## src/csi_consts.vh

```
// csi_consts.vh: constants for the control-card interpreter
// assumes inclusion by the interpreter modules and by the checker and bench files
`ifndef CSI_CONSTS_VH
`define CSI_CONSTS_VH
`define CSI_W 16
`define CSI_NF 13
`define CSI_F_START 4'h0
`define CSI_F_PAT 4'h1
`define CSI_F_PLP 4'h2
`define CSI_F_TRP 4'h3
`define CSI_F_AZ 4'h4
`define CSI_F_BZ 4'h5
`define CSI_F_AX 4'h6
`define CSI_F_Y1 4'h7
`define CSI_F_BX 4'h8
`define CSI_F_Y2 4'h9
`define CSI_F_Y3 4'ha
`define CSI_F_Y4 4'hb
`define CSI_F_END 4'hc
`define CSI_A_CTRL 3'h0
`define CSI_A_STAT 3'h1
`define CSI_A_IRQ 3'h2
`define CSI_A_MASK 3'h3
`define CSI_A_LAST 3'h4
`define CSI_A_CARD 3'h5
`define CSI_C_BKSP 0
`define CSI_C_CLR 1
`define CSI_C_LONG 2
`define CSI_C_PCEN 3
`define CSI_C_INIT 4
`define CSI_E_CARD 0
`define CSI_E_SEQ 1
`define CSI_E_DUMMY 2
`define CSI_E_TEST 3
`define CSI_NE 4
`define CSI_CARRIAGE_AT 2'h0
`define CSI_CARRIAGE_BT 2'h1
`define CSI_CARRIAGE_AFD 2'h2
`define CSI_CARRIAGE_BFD 2'h3
`endif

```

## src/csi_card_interp.v

```verilog
// csi_card_interp.v: control-card interpreter, one card per wire
// assumes the reader presents one field word per valid cycle, in card order
`timescale 1ns/100ps
`include "csi_consts.vh"
// Summary of operation
// fields arrive start, pattern, pallet, table, levels, A x, Y1, B x, Y2-Y4, end
// start number compared with the previous accepted card's end number
// eight punch after start number: skip data, read only card numbers
// one dummy card spans a removed run via its start and end numbers
// inserted cards with equal numbers pass; order among them not checked
// identifying punch on start field bypasses the sequence comparison
// pattern code picks the carriage for each lateral target
// third target blank unless a dressing finger; moves first target's group
// fourth target blank unless two fingers; moves second target's group
// producer keeps B tool x moving away from the A bit
// producer keeps later lateral targets away from front finger carriages
// second target goes to the opposite drive; last datum without fingers
// table rotation and pallet shift start as soon as decoded
// wrap levels latched as the stop heights for A and B members
// pallet shift decoded only on long-panel machines
// backspace request re-runs the current card
// mismatch halts decoding, flag holds until operator clears it
module csi_card_interp
#(
  parameter W = `CSI_W
)
(
  input wire sys_clk_in,
  input wire rst_n_in,
  input wire field_valid_in,
  input wire [W-1:0] field_data_in,
  input wire eight_punch_in,
  input wire ident_punch_in,
  output wire field_ready_out,
  output reg backspace_out,
  input wire [2:0] reg_addr_in,
  input wire [31:0] reg_wdata_in,
  input wire reg_wr_in,
  input wire reg_rd_in,
  output reg [31:0] reg_rdata_out,
  output wire irq_out,
  output reg [2:0] pattern_code_out,
  output reg [W-1:0] pallet_shift_index_out,
  output reg pallet_shift_go_out,
  output reg [W-1:0] table_rotation_index_out,
  output reg table_rotation_go_out,
  output reg [W-1:0] a_tool_wrap_level_out,
  output reg [W-1:0] b_tool_wrap_level_out,
  output reg [W-1:0] a_tool_x_target_out,
  output reg [W-1:0] b_tool_x_target_out,
  output reg [W-1:0] first_lateral_target_out,
  output reg [W-1:0] second_lateral_target_out,
  output reg [W-1:0] third_lateral_target_out,
  output reg [W-1:0] fourth_lateral_target_out,
  output reg third_present_out,
  output reg fourth_present_out,
  output wire [1:0] first_sel_out,
  output wire [1:0] second_sel_out,
  output wire [1:0] third_sel_out,
  output wire [1:0] fourth_sel_out,
  output reg card_done_out,
  output wire seq_error_out
);
  localparam ST_IDLE = 2'h0;
  localparam ST_DATA = 2'h1;
  localparam ST_SKIP = 2'h2;
  localparam ST_HALT = 2'h3;

  reg [1:0] state_q;
  reg [1:0] state_d;
  reg [3:0] field_q;
  reg [W-1:0] last_end_q;
  reg [W-1:0] card_start_number_q;
  reg have_last_q;
  reg test_card_q;
  reg dummy_q;
  reg seq_err_q;
  reg [4:0] ctrl_q;
  reg [`CSI_NE-1:0] irq_stat_q;
  reg [`CSI_NE-1:0] irq_mask_q;
  reg [`CSI_NE-1:0] ev;
  reg [1:0] first_sel_q;
  reg [1:0] second_sel_q;
  reg [1:0] third_sel_q;
  reg [1:0] fourth_sel_q;
  wire [1:0] first_sel_d;
  wire [1:0] second_sel_d;
  wire [1:0] third_sel_d;
  wire [1:0] fourth_sel_d;
  wire take;
  wire [3:0] next_field;
  wire start_ok;
  wire long_panel;
  wire pc_enable;
  wire bksp_req;
  wire clr_req;

  assign long_panel = ctrl_q[`CSI_C_LONG];
  assign pc_enable = ctrl_q[`CSI_C_PCEN];
  assign bksp_req = reg_wr_in && (reg_addr_in == `CSI_A_CTRL) && reg_wdata_in[`CSI_C_BKSP];
  assign clr_req = reg_wr_in && (reg_addr_in == `CSI_A_CTRL) && reg_wdata_in[`CSI_C_CLR];
  // reader stalls while halted or during backspace
  assign field_ready_out = (state_q != ST_HALT) && !bksp_req;
  assign take = field_valid_in && field_ready_out;
  assign seq_error_out = seq_err_q;
  assign irq_out = |(irq_stat_q & irq_mask_q);
  assign first_sel_out = first_sel_q;
  assign second_sel_out = second_sel_q;
  assign third_sel_out = third_sel_q;
  assign fourth_sel_out = fourth_sel_q;
  // equal start numbers of inserted cards compare equal, so their mutual order is unseen
  assign start_ok = ident_punch_in || !have_last_q || (field_data_in == last_end_q); // see see

  // pattern code absent on this format: skip straight to the pallet field
  assign next_field = (field_q == `CSI_F_START && !pc_enable) ? `CSI_F_PLP : field_q + 4'h1;

  always @*
  begin
    state_d = state_q;
    case (state_q)
      ST_IDLE:
      begin
        if (take)
        begin
          if (!start_ok)
            state_d = ST_HALT;
          else if (eight_punch_in)
            state_d = ST_SKIP;
          else
            state_d = ST_DATA;
        end
      end
      ST_DATA:
      begin
        if (take && field_q == `CSI_F_END)
          state_d = ST_IDLE;
      end
      ST_SKIP:
      begin
        if (take)
          state_d = ST_IDLE;
      end
      ST_HALT:
      begin
        if (clr_req)
          state_d = ST_IDLE;
      end
      default:
        state_d = ST_IDLE;
    endcase
    if (bksp_req && state_q != ST_HALT)
      state_d = ST_IDLE;
  end

  always @*
  begin
    ev = {`CSI_NE{1'b0}};
    ev[`CSI_E_CARD] = card_done_out;
    ev[`CSI_E_SEQ] = take && state_q == ST_IDLE && !start_ok;
    ev[`CSI_E_DUMMY] = take && state_q == ST_SKIP;
    ev[`CSI_E_TEST] = take && state_q == ST_IDLE && ident_punch_in;
  end

  always @(posedge sys_clk_in or negedge rst_n_in)
  begin
    if (!rst_n_in)
    begin
      state_q <= ST_IDLE;
      field_q <= `CSI_F_START;
      last_end_q <= {W{1'b0}};
      card_start_number_q <= {W{1'b0}};
      have_last_q <= 1'b0;
      test_card_q <= 1'b0;
      dummy_q <= 1'b0;
      seq_err_q <= 1'b0;
      backspace_out <= 1'b0;
      card_done_out <= 1'b0;
      pattern_code_out <= 3'h0;
      pallet_shift_index_out <= {W{1'b0}};
      pallet_shift_go_out <= 1'b0;
      table_rotation_index_out <= {W{1'b0}};
      table_rotation_go_out <= 1'b0;
      a_tool_wrap_level_out <= {W{1'b0}};
      b_tool_wrap_level_out <= {W{1'b0}};
      a_tool_x_target_out <= {W{1'b0}};
      b_tool_x_target_out <= {W{1'b0}};
      first_lateral_target_out <= {W{1'b0}};
      second_lateral_target_out <= {W{1'b0}};
      third_lateral_target_out <= {W{1'b0}};
      fourth_lateral_target_out <= {W{1'b0}};
      third_present_out <= 1'b0;
      fourth_present_out <= 1'b0;
    end
    else
    begin
      state_q <= state_d;
      backspace_out <= bksp_req && state_q != ST_HALT;
      card_done_out <= 1'b0;
      pallet_shift_go_out <= 1'b0;
      table_rotation_go_out <= 1'b0;
      if (clr_req)
        seq_err_q <= 1'b0;
      if (reg_wr_in && reg_addr_in == `CSI_A_CTRL && reg_wdata_in[`CSI_C_INIT])
        have_last_q <= 1'b0;
      if (bksp_req && state_q != ST_HALT)
        field_q <= `CSI_F_START;
      else if (take)
      begin
        case (state_q)
          ST_IDLE:
          begin
            card_start_number_q <= field_data_in;
            test_card_q <= ident_punch_in;
            dummy_q <= eight_punch_in;
            if (!start_ok)
              seq_err_q <= 1'b1;
            else if (eight_punch_in)
              field_q <= `CSI_F_END;
            else
              field_q <= next_field;
          end
          ST_SKIP:
          begin
            // dummy end number carries the last removed card's number
            last_end_q <= field_data_in;
            have_last_q <= 1'b1;
            card_done_out <= 1'b1;
            field_q <= `CSI_F_START;
          end
          ST_DATA:
          begin
            field_q <= next_field;
            case (field_q)
              `CSI_F_PAT: pattern_code_out <= field_data_in[2:0];
              `CSI_F_PLP:
              begin
                if (long_panel)
                begin
                  pallet_shift_index_out <= field_data_in;
                  pallet_shift_go_out <= 1'b1;
                end
              end
              `CSI_F_TRP:
              begin
                table_rotation_index_out <= field_data_in;
                table_rotation_go_out <= 1'b1;
              end
              `CSI_F_AZ: a_tool_wrap_level_out <= field_data_in;
              `CSI_F_BZ: b_tool_wrap_level_out <= field_data_in;
              `CSI_F_AX: a_tool_x_target_out <= field_data_in;
              `CSI_F_Y1: first_lateral_target_out <= field_data_in;
              `CSI_F_BX: b_tool_x_target_out <= field_data_in; // producer keeps it moving away, see
              `CSI_F_Y2: second_lateral_target_out <= field_data_in;
              `CSI_F_Y3:
              begin
                // a zero word stands for a blank field
                third_lateral_target_out <= field_data_in;
                third_present_out <= |field_data_in;
              end
              `CSI_F_Y4:
              begin
                fourth_lateral_target_out <= field_data_in;
                fourth_present_out <= |field_data_in;
              end
              `CSI_F_END:
              begin
                // a test card may sit anywhere, so it leaves the held end number alone
                if (!test_card_q)
                begin
                  last_end_q <= field_data_in; // see
                  have_last_q <= 1'b1;
                end
                card_done_out <= 1'b1;
                field_q <= `CSI_F_START;
              end
              default: field_q <= `CSI_F_START;
            endcase
          end
          default: field_q <= field_q;
        endcase
      end
    end
  end

  // register file: control, status, sticky events, mask, last end, current start
  always @(posedge sys_clk_in or negedge rst_n_in)
  begin
    if (!rst_n_in)
    begin
      ctrl_q <= 5'h0;
      irq_mask_q <= {`CSI_NE{1'b0}};
      irq_stat_q <= {`CSI_NE{1'b0}};
      reg_rdata_out <= 32'h0;
    end
    else
    begin
      if (reg_wr_in && reg_addr_in == `CSI_A_CTRL)
        ctrl_q <= {1'b0, reg_wdata_in[`CSI_C_PCEN], reg_wdata_in[`CSI_C_LONG], 2'b00};
      if (reg_wr_in && reg_addr_in == `CSI_A_MASK)
        irq_mask_q <= reg_wdata_in[`CSI_NE-1:0];
      // a new event in the clearing read wins over the clear
      if (reg_rd_in && reg_addr_in == `CSI_A_IRQ)
        irq_stat_q <= ev;
      else
        irq_stat_q <= irq_stat_q | ev;
      reg_rdata_out <= 32'h0;
      if (reg_rd_in)
      begin
        case (reg_addr_in)
          `CSI_A_CTRL: reg_rdata_out <= {27'h0, ctrl_q};
          `CSI_A_STAT: reg_rdata_out <= {24'h0, pattern_code_out, test_card_q, dummy_q, seq_err_q, have_last_q,
            state_q == ST_HALT};
          `CSI_A_IRQ: reg_rdata_out <= {28'h0, irq_stat_q};
          `CSI_A_MASK: reg_rdata_out <= {28'h0, irq_mask_q};
          `CSI_A_LAST: reg_rdata_out <= {{(32-W){1'b0}}, last_end_q};
          `CSI_A_CARD: reg_rdata_out <= {{(32-W){1'b0}}, card_start_number_q};
          default: reg_rdata_out <= 32'h0;
        endcase
      end
    end
  end

  // registered so the carriage selects only change on a clock edge
  always @(posedge sys_clk_in or negedge rst_n_in)
  begin
    if (!rst_n_in)
    begin
      first_sel_q <= `CSI_CARRIAGE_AT;
      second_sel_q <= `CSI_CARRIAGE_BT;
      third_sel_q <= `CSI_CARRIAGE_AT;
      fourth_sel_q <= `CSI_CARRIAGE_BT;
    end
    else
    begin
      first_sel_q <= first_sel_d;
      second_sel_q <= second_sel_d;
      third_sel_q <= third_sel_d;
      fourth_sel_q <= fourth_sel_d;
    end
  end

  // third and fourth targets follow the groups of first and second, see see
  csi_lateral_map u_map
  (
    .pattern_code_in(pattern_code_out),
    .pc_enable_in(pc_enable),
    .first_sel_out(first_sel_d),
    .second_sel_out(second_sel_d),
    .third_sel_out(third_sel_d),
    .fourth_sel_out(fourth_sel_d)
  );
endmodule

```

## src/csi_lateral_map.v

```verilog
// csi_lateral_map.v: maps pattern code to carriages for the four lateral targets
// assumes a registered pattern code from the interpreter
`timescale 1ns/100ps
`include "csi_consts.vh"
module csi_lateral_map
(
  input wire [2:0] pattern_code_in,
  input wire pc_enable_in,
  output reg [1:0] first_sel_out,
  output reg [1:0] second_sel_out,
  output reg [1:0] third_sel_out,
  output reg [1:0] fourth_sel_out
);
  // first and second always on opposite drives; third/fourth follow their group
  always @*
  begin
    first_sel_out = `CSI_CARRIAGE_AT;
    second_sel_out = `CSI_CARRIAGE_BT;
    third_sel_out = `CSI_CARRIAGE_AT;
    fourth_sel_out = `CSI_CARRIAGE_BT;
    if (pc_enable_in)
    begin
      case (pattern_code_in)
        3'h1:
        begin
          first_sel_out = `CSI_CARRIAGE_AT;
          second_sel_out = `CSI_CARRIAGE_BT;
        end
        3'h2, 3'h3:
        begin
          first_sel_out = `CSI_CARRIAGE_AFD;
          second_sel_out = `CSI_CARRIAGE_BT;
          third_sel_out = `CSI_CARRIAGE_AT;
        end
        3'h4:
        begin
          first_sel_out = `CSI_CARRIAGE_AFD;
          second_sel_out = `CSI_CARRIAGE_BFD;
          third_sel_out = `CSI_CARRIAGE_AT;
          fourth_sel_out = `CSI_CARRIAGE_BT;
        end
        3'h5:
        begin
          first_sel_out = `CSI_CARRIAGE_BFD;
          second_sel_out = `CSI_CARRIAGE_AFD;
          third_sel_out = `CSI_CARRIAGE_BT;
          fourth_sel_out = `CSI_CARRIAGE_AT;
        end
        default:
        begin
          first_sel_out = `CSI_CARRIAGE_AT;
          second_sel_out = `CSI_CARRIAGE_BT;
        end
      endcase
    end
  end
endmodule

```

## config.mk

```make
export PLATFORM = sky130hd
export DESIGN_NAME = csi_card_interp
export DESIGN_NICKNAME = d
export VERILOG_FILES = /design/src/csi_card_interp.v /design/src/csi_lateral_map.v
export VERILOG_INCLUDE_DIRS = /design/src /design/src/src
export SDC_FILE = /design/constraint.sdc
export NUM_CORES = 1
export LEC_CHECK = 0
export BUFFER_PORTS_ARGS = -buffer_cell sky130_fd_sc_hd__buf_4
export CAP_MARGIN = 20
export CORE_ASPECT_RATIO = 0.8
export CORE_UTILIZATION = 57
export CTS_BUF_LIST = sky130_fd_sc_hd__clkbuf_16
export CTS_CLUSTER_SIZE = 20
export DETAILED_ROUTE_END_ITERATION = 16
export PLACE_DENSITY_LB_ADDON = 0.08
export SLEW_MARGIN = 30
export SYNTH_ARGS = -nofsm -noshare
export SYNTH_HDL_FRONTEND = slang
export SYNTH_SLANG_ARGS = --single-unit
```

## constraint.sdc

```tcl
create_clock -name sys_clk_in -period 7.3 [get_ports sys_clk_in]
set_clock_uncertainty 0.15 [all_clocks]
set_input_delay 0.73 -clock sys_clk_in [delete_from_list [all_inputs] [get_ports sys_clk_in]]
set_output_delay 0.73 -clock sys_clk_in [all_outputs]
set_load 0.05 [all_outputs]
```

# --- After elaboration in Yosys (flattened, before gate mapping) ---
# Index checks and enable logic that the tools add are counted.
word_totals:
  ff_bits: 261
  output_inout_bits: 212
  wordCells: 169
classes:
  add_sub_neg: 1
  eq_ne: 33
  mux: 53
  n_bitwise: 3
  reduce_logical: 46
op_table:
  columns: ["cell", "n"]
  rows:
  - ["16-bit case mux with 6 select lines", 1]
  - ["16-bit 2-to-1 mux", 3]
  - ["4-bit AND reduction", 11]
  - ["16-bit case mux with 2 select lines", 1]
  - ["4-bit 2-to-1 mux", 7]
  - ["1-bit 2-to-1 mux", 24]
  - ["2-bit 2-to-1 mux", 11]
  - ["4-bit equality test (second input constant)", 5]
  - ["16-bit equality test", 1]
  - ["4-bit by 3-bit equality test with 1-bit output (second input constant)", 4]
  - ["16-bit OR reduction", 1]
  - ["1-bit logical AND", 15]
  - ["3-bit inequality test (second input constant)", 5]
  - ["3-bit by 2-bit equality test with 1-bit output (second input constant)", 4]
  - ["3-bit equality test (second input constant)", 4]
  - ["4-bit case mux with 3 select lines", 1]
  - ["11-bit OR reduction", 1]
  - ["5-bit AND reduction", 2]
  - ["4-bit by 2-bit equality test with 1-bit output (second input constant)", 2]
  - ["2-bit case mux with 2 select lines", 2]
  - ["2-bit case mux with 4 select lines", 1]
  - ["2-bit inequality test (second input constant)", 3]
  - ["3-bit AND reduction", 2]
  - ["4-bit by 1-bit adder with 4-bit output (second input constant)", 1]
  - ["other kinds (17)", 24]

# --- Depth between registers and ports, before layout ---
# Gate-level depths: netlist of run 1.
logic_depth:
  word_depth: 10
  mapped_depth: 9

# --- Cells and area by module ---
# A second synthesis of run 1 with hierarchy kept.
unflattened:
  hier_cells: 768
  area_unflattened_um2: 10461.3
by_module_without_submodules:
  columns: ["mod", "instances", "cells_each", "area_per_inst_um2"]
  rows:
  - ["csi_card_interp", 1, 757, 10383.7]
  - ["csi_lateral_map", 1, 11, 77.6]

# --- Least setup slack after synthesis of run 1 ---
# OpenSTA, ideal clock, no wires.
synth_path:
  kind: "input to register"
  startpoint: "input reg_addr_in[1]"
  endpoint: "register third_lateral_target_out[10]"
  setup_time_ns: 0.125
  arrival_time_ns: 2.484
  required_time_ns: 7.025
  slack_ns: 4.541
  cell_stages: 8
  n_path_buf: 3
  path_cell_list: "buf_6 nor4b_4 a211oi_4 and4b_1 buf_6 nand2_8 buf_12 mux2_4"
synth_via:
  elab_chain_len: 7
  elab_cells_between_ends: 9
synth_lines:
  columns: ["element", "line", "rtl"]
  rows:
  - ["from (decl)", "csi_card_interp.v:36", "input wire [2:0] reg_addr_in,"]
  - ["3-bit logical NOT (*)", null, null]
  - ["1-bit logical AND (*) (2 in a row)", "csi_card_interp.v:100", "assign bksp_req = reg_wr_in && (reg_addr_in == `CSI_A_CTRL) && reg_wdata_in[`CSI_C_BKSP];"]
  - ["1-bit logical NOT", "csi_card_interp.v:103", "assign field_ready_out = (state_q != ST_HALT) && !bksp_req;"]
  - ["1-bit logical AND", "csi_card_interp.v:103", null]
  - ["1-bit logical AND", "csi_card_interp.v:104", "assign take = field_valid_in && field_ready_out;"]
  - ["4-bit AND reduction (no line) (*)", null, null]
  - ["to (signal assigned)", "csi_card_interp.v:189", "third_lateral_target_out <= {W{1'b0}};"]
  - ["to (signal assigned)", "csi_card_interp.v:257", "third_lateral_target_out <= field_data_in;"]
  - ["to (decl)", "csi_card_interp.v:53", "output reg [W-1:0] third_lateral_target_out,"]
# Mark *: on every way between the ends. The rest lies on a longest branch, timed or not.
# A chain may end at the register's enable or synchronous reset.

# --- Final worst setup path of run 1 ---
layout_path:
  startpoint: "input reg_addr_in[0]"
  endpoint: "output field_ready_out"
layout_via:
  elab_chain_len: 5
layout_lines:
  columns: ["element", "line", "rtl"]
  rows:
  - ["3-bit logical NOT", null, null]
  - ["1-bit logical AND (2 in a row)", "csi_card_interp.v:100", null]
  - ["1-bit logical NOT", "csi_card_interp.v:103", null]
  - ["1-bit logical AND", "csi_card_interp.v:103", null]
  - ["to (decl)", "csi_card_interp.v:34", "output wire field_ready_out,"]
# No other way between the ends.

==> results_dict.tcl, run 1 <==
set metrics [dict create \
    path_max_fanout 28 \
    max_freq_mhz 330 \
    yosysUniqueCellTypes 60 \
    reg2reg_depth 5 \
    vias 6761 \
    firstDrtPassIters 4 \
    first_global_vias 7058 \
    tns_ns 0 \
    min-delay-start "reg_wdata_in[2]" \
    cts_resized 0 \
    finalSetupViolCount 0 \
    place_inst 1170 \
    cts_hold_buf 0 \
    clock-root-buffer "clkbuf_16" \
    finalHoldViolCount 0 \
    regArea_mm2 0.00608 \
    wl_per_cell_um 21.0 \
    die_y_um 124 \
    fin_crit_ns 3.03 \
    wl_met1_mm 10.9 \
    portBuffers 224 \
    clk_latency_ns 0.51 \
    hold_path_depth 3 \
    synth_flop_cell "dfrtp_1" \
    nets 1036 \
    start_util_pct 58.1 \
    cts_tree "done" \
    ant_nets 0 \
    drc_errors 0 \
    synth-seq-cells 243 \
    grtUsageTotal_pct 27.0 \
    yosysMostFrequentCell "dfrtp_1" \
    fill_cells 1243 \
    grt_max_degree 130 \
    wl_met2_mm 11.9 \
    cp.required_ns 6.42 \
    gr-total-overflow 0 \
    wl_met3_mm 2.18 \
    critPathLaunch "reg_addr_in[0]" \
    multi_input_area_mm2 0.00405 \
    initialDrtViolationCount 367 \
    rsz0062_at_grt "false" \
    ys_seq_area_share_pct 57.6 \
    avgSynthCellArea_um2 13.9 \
    post_cts_buffers 0 \
    num_rows 44 \
    syn2layout_area_growth_pct 22.3 \
    ir_worst_vdd_uv 305 \
    worstMarginPinSlew_ns 0.809 \
    crit_arrival_ns 2.15 \
    fin_total_pwr_mw 5.56 \
    netlist_area_mm2 0.0106 \
    ios 270 \
    yosysTopAreaCell "dfrtp_1" \
    cts_sinks 243 \
    maxCapViolCount 0 \
    powerDensity_mw_per_mm2 431 \
    synth_edf_count 0 \
    dieArea_mm2 0.0191 \
    antenna_found_initial 0 \
    dr.max_layer_used "met4" \
    synth_cells 759 \
    ys_async_sr_fraction_pct 100 \
    die_x_um 154 \
    outcome "finished, final reports clean" \
    routabilityCongestion 0.890 \
    placed_cell_area_mm2 0.0122 \
    diodes 0 \
    dp_hpwl_mm 17.3 \
    r2r_start "state_q[0]" \
    layout-drive-gt1-share_pct 45.6 \
    maxSlewViolCount 0 \
    fin_cells 1213 \
    max-slew-margin-rel_pct 45.8 \
    clk_pin_slew_ns 0.06 \
    synth_common_cells "241 x dfrtp_1, 135 x mux2_2, 77 x nand2_1" \
    p_leak_nw 6.90 \
    finalCritPeriodShare_pct 41.5 \
    ys_top_cells_by_area "dfrtp_1 57%, mux2_2 14%, mux2_4 5.7%" \
    wl_mm 25.4 \
    hp-class "input port to flop" \
    ctsLongestPathBuffers 3 \
    fp.coreArea_mm2 0.0182 \
    ys_warn_count 0 \
    routed_via_density 5.57 \
    grt_pass1_wl_mm 39.7 \
    numCtsBuffers 24 \
    htree_num_levels 1 \
    end_kind "output port" \
    synth_top_area_share_pct 57.1 \
    cp-start-kind "input port" \
    crit_type "input port to output port" \
    finalInstanceArea_mm2 0.0129 \
]
[cell usage in the layout, fill, tap and decap left out, drive strengths merged, types with 3 or more instances in the layout]
cell    netlist  layout
dfrtp       241     241
buf          35     228
mux2        191     191
nand2        87      87
clkbuf       28      25
nor2         20      20
conb          1      18
inv          10      16
mux2i        16      16
xor2         16      16
o21ai        15      15
ha           10      10
nor2b         9       9
clkinv        0       9
nor4          8       8
a22oi         7       7
a21oi         5       5
and2          5       5
nand4         5       5
and3          4       4
nand2b        3       3
nand3         3       3
nor4b         3       3
[worst max-delay path, stage by stage]
cell and delay, ns:
buf_4 0.23, nor4b_4 0.77, a21oi_1 0.18, buf_4 0.23
[cell type report]
cell class,count,area share (%)
well taps,230,2.23
repair buffers,229,13.5
clock inverters,16,0.688
flip-flops and latches,243,47.1
clock buffers,25,4.84
inverters,10,0.291
multi-input cells,460,31.3
[path summary, 6_finish.rpt]
path / slack (ns) / endpoint
hold / removal: 0.29 / ctrl_q[2]
hold reg to reg: 0.32 / irq_stat_q[0]
setup / recovery: 4.27 / field_ready_out
max in group asynchronous: 4.91 / third_present_out
min in group asynchronous: 0.54 / ctrl_q[2]
setup reg to reg: 4.53 / fourth_lateral_target_out[15]
[per-layer routing]
| metal | up-vias | GRT usage [%] |
|---|---|---|
| met1 | 3446 | 36.5 |
| met5 | - | 0 |
| met3 | 40 | 8.56 |
| li1 | 3017 | - |
| met2 | 258 | 42.8 |
| met4 | 0 | 6.63 |
[through the flow]
stage          util (%)  worst slack (ns)  hold slack [ns]
3_5_place_dp       67.0              3.88            0.312
6_report           71.1              4.27            0.287
4_1_cts            70.9              4.26            0.208
2_1_floorplan         -              4.54            0.284
3_3_place_gp       67.0              3.99            0.297
5_1_grt            71.1              4.21            0.287
[cells by family (layout without fill, tap and decap cells)]
logic type                 after synthesis  in the layout  share of synthesized area (%)
and+or+nand+nor                        159            159                           8.46
buffers and inverters                   73            280                           4.69
adders and majority gates               10             10                           1.18
xor gates and xnor gates                16             16                           1.33
AOI/OAI and AO/OA                       50             50                           3.42
DFF                                    243            243                           57.6
other                                    1             18                         0.0355
muxes                                  207            207                           23.3
[power by group]
group / internal (mW) / switching, mW / total [mW]
combinational: 0.824 / 1.58 / 2.40
clock: 0.646 / 0.491 / 1.14
sequential: 1.75 / 0.277 / 2.02
total: 3.22 / 2.34 / 5.56
[registers in the layout, indices dropped and copies added (netlist names), 2 cells and up]
signal / count
a_tool_wrap_level_out: 16
a_tool_x_target_out: 16
b_tool_wrap_level_out: 16
b_tool_x_target_out: 16
card_start_number_q: 16
first_lateral_target_out: 16
fourth_lateral_target_out: 16
last_end_q: 16
pallet_shift_index_out: 16
reg_rdata_out: 16
second_lateral_target_out: 16
table_rotation_index_out: 16
third_lateral_target_out: 16
field_q: 4
irq_mask_q: 4
irq_stat_q: 4
pattern_code_out: 3
ctrl_q: 2
first_sel_out: 2
second_sel_out: 2
state_q: 2
No activity file was read; power rests on OpenSTA's default activity.
==> inputs of run 2 (changes only) <==
--- a/config.mk
+++ b/config.mk
@@ -9,7 +9,7 @@
 export BUFFER_PORTS_ARGS = -buffer_cell sky130_fd_sc_hd__buf_4
 export CAP_MARGIN = 20
 export CORE_ASPECT_RATIO = 0.8
-export CORE_UTILIZATION = 57
+export CORE_UTILIZATION = 53
 export CTS_BUF_LIST = sky130_fd_sc_hd__clkbuf_16
 export CTS_CLUSTER_SIZE = 20
 export DETAILED_ROUTE_END_ITERATION = 16
==> constraint.sdc (replaced) <==
create_clock -name sys_clk_in -period 2.87 [get_ports sys_clk_in]
set_clock_uncertainty 0.15 [all_clocks]
set_input_delay 0.287 -clock sys_clk_in [delete_from_list [all_inputs] [get_ports sys_clk_in]]
set_output_delay 0.287 -clock sys_clk_in [all_outputs]
set_load 0.05 [all_outputs]
==> results_dict.tcl, run 2 (same netlist as run 1, synthesis figures left out) <==
set metrics [dict create \
    nets 1071 \
    numCtsBuffers 24 \
    outcome "finished, final reports clean" \
    hp-class "input port to flop" \
    finalCritPeriodShare_pct 82.7 \
    wl_met3_mm 2.32 \
    final_cell_mix "241 x dfrtp_1, 237 x buf_4, 135 x mux2_2" \
    num_rows 45 \
    diodes 0 \
    die_y_um 128 \
    vias 6953 \
    htree_num_levels 1 \
    hold_path_depth 5 \
    ios 270 \
    wl_per_cell_um 20.4 \
    wl_met2_mm 12.0 \
    routabilityCongestion 0.886 \
    max-slew-margin-rel_pct 55.1 \
    start_util_pct 54.9 \
    fin_crit_ns 2.37 \
    end_kind "flop" \
    ctsLongestPathBuffers 3 \
    drc_errors 0 \
    clk_latency_ns 0.51 \
    wl_mm 26.1 \
    path_max_fanout 5 \
    clock-root-buffer "clkbuf_16" \
    crit_arrival_ns 2.66 \
    reg2reg_depth 7 \
    r2r_start "field_q[0]" \
    grt_pass1_wl_mm 40.9 \
    max_freq_mhz 421 \
    syn2layout_area_growth_pct 26.1 \
    portBuffers 224 \
    cts_tree "done" \
    tns_ns 0 \
    finalHoldViolCount 0 \
    maxCapViolCount 0 \
    crit_path_max_incr_delay_ns 0.43 \
    cts_sinks 243 \
    dr.max_layer_used "met4" \
    worstMarginPinSlew_ns 0.674 \
    min-delay-start "reg_wdata_in[4]" \
    wl_met1_mm 11.1 \
    layout-drive-gt1-share_pct 45.5 \
    powerDensity_mw_per_mm2 1080 \
    fill_cells 1407 \
    dp_hpwl_mm 18.0 \
    rsz0062_at_grt "false" \
    p_leak_nw 7.07 \
    clk_pin_slew_ns 0.06 \
    holdWs_ns 0.0389 \
    initialDrtViolationCount 342 \
    routed_via_density 5.44 \
    ir_worst_vdd_uv 658 \
    crit_type "flop to flop" \
    first_global_vias 7211 \
    crit_chain "inv_1, ha_1, nand3_1, a2111o_1, a32o_1, or3b_1, o21ai_1" \
    worst_path_max_delay_cell "dfrtp_1" \
    maxSlewViolCount 0 \
    grtUsageTotal_pct 25.7 \
    finalSetupViolCount 0 \
    critPathLaunch "field_q[0]" \
    grt_max_degree 91 \
    firstDrtPassIters 5 \
    antenna_found_initial 0 \
    die_x_um 160 \
    cp-start-kind "flop" \
    fp.coreArea_mm2 0.0193 \
    cp.required_ns 3.15 \
    ant_nets 0 \
    gr-total-overflow 0 \
    dieArea_mm2 0.0205 \
    final_common_cell "dfrtp_1" \
]
## run 2: cell count changes in the layout (fill, tap and decap cells not counted)
cell / before / now
buf_12: 0 / 2
buf_16: 1 / 0
buf_4: 226 / 237
bufinv_16: 1 / 2
clkinv_1: 7 / 5
clkinv_2: 2 / 4
clkinv_4: 0 / 1
dlygate4sd3_1: 1 / 24
inv_1: 16 / 15
## run 2: power by group
| part | total, mW | leakage, nW | switching (mW) | internal, mW |
|---|---|---|---|---|
| Clock | 3.01 | 0.391 | 1.27 | 1.75 |
| Combinational | 6.15 | 3.45 | 4.01 | 2.14 |
| Sequential | 5.16 | 3.23 | 0.710 | 4.45 |
| Total | 14.3 | 7.07 | 5.98 | 8.34 |
## run 2: worst max-delay path, delay by kind of cell, from the launching register on
family	cells	cell delay (ns)
AOI/OAI and AO/OA	3	0.88
and+or+nand+nor	2	0.54
DFF	1	0.43
buffers and inverters	1	0.12
adders and majority gates	1	0.18
## run 2: what timing repair did
item,in CTS,in global routing
resized for setup,0,0
hold buffers,24,0
buffers inserted,0,0
endpoints found under the hold margin,120,0
## run 2: path summary, 6_finish.rpt
check / slack, ns / end
worst max-delay path: 0.50 / state_q[0]
worst max register to register: 0.50 / state_q[0]
worst min-delay path: 0.04 / have_last_q
min in group asynchronous: 0.25 / reg_rdata_out[2]
worst min register to register: 0.33 / card_start_number_q[3]
max in group asynchronous: 1.54 / b_tool_wrap_level_out[13]
## run 2: per-layer routing
layer / vias up / global-route usage (%)
met5: - / 0
met3: 43 / 7.41
li1: 3087 / -
met1: 3525 / 34.6
met2: 298 / 40.9
met4: 0 / 7.28
## run 2: cell type report
class                      instances  area [µm²]  area share (%)
sequential                       243        6080            45.7
multi-input combinational        460        4050            30.4
tap                              258         323            2.42
timing repair buffer             264        2070            15.6
inverter                          10        37.5           0.282
clock buffer                      25         626            4.70
clock inverter                    17         126           0.949
## run 2: per-stage QoR
step	power [mW]	setup slack, ns	util (%)	cell area (µm²)	instances
after floorplan	9.39	0.528	-	10600	776
final	14.3	0.497	69.2	13300	1277
after global placement	11.1	0.491	64.0	12300	1211
after CTS	14.4	0.515	69.2	13300	1277
after global routing	15.0	0.341	69.2	13300	1277
after detailed placement	11.3	0.450	64.0	12300	1211
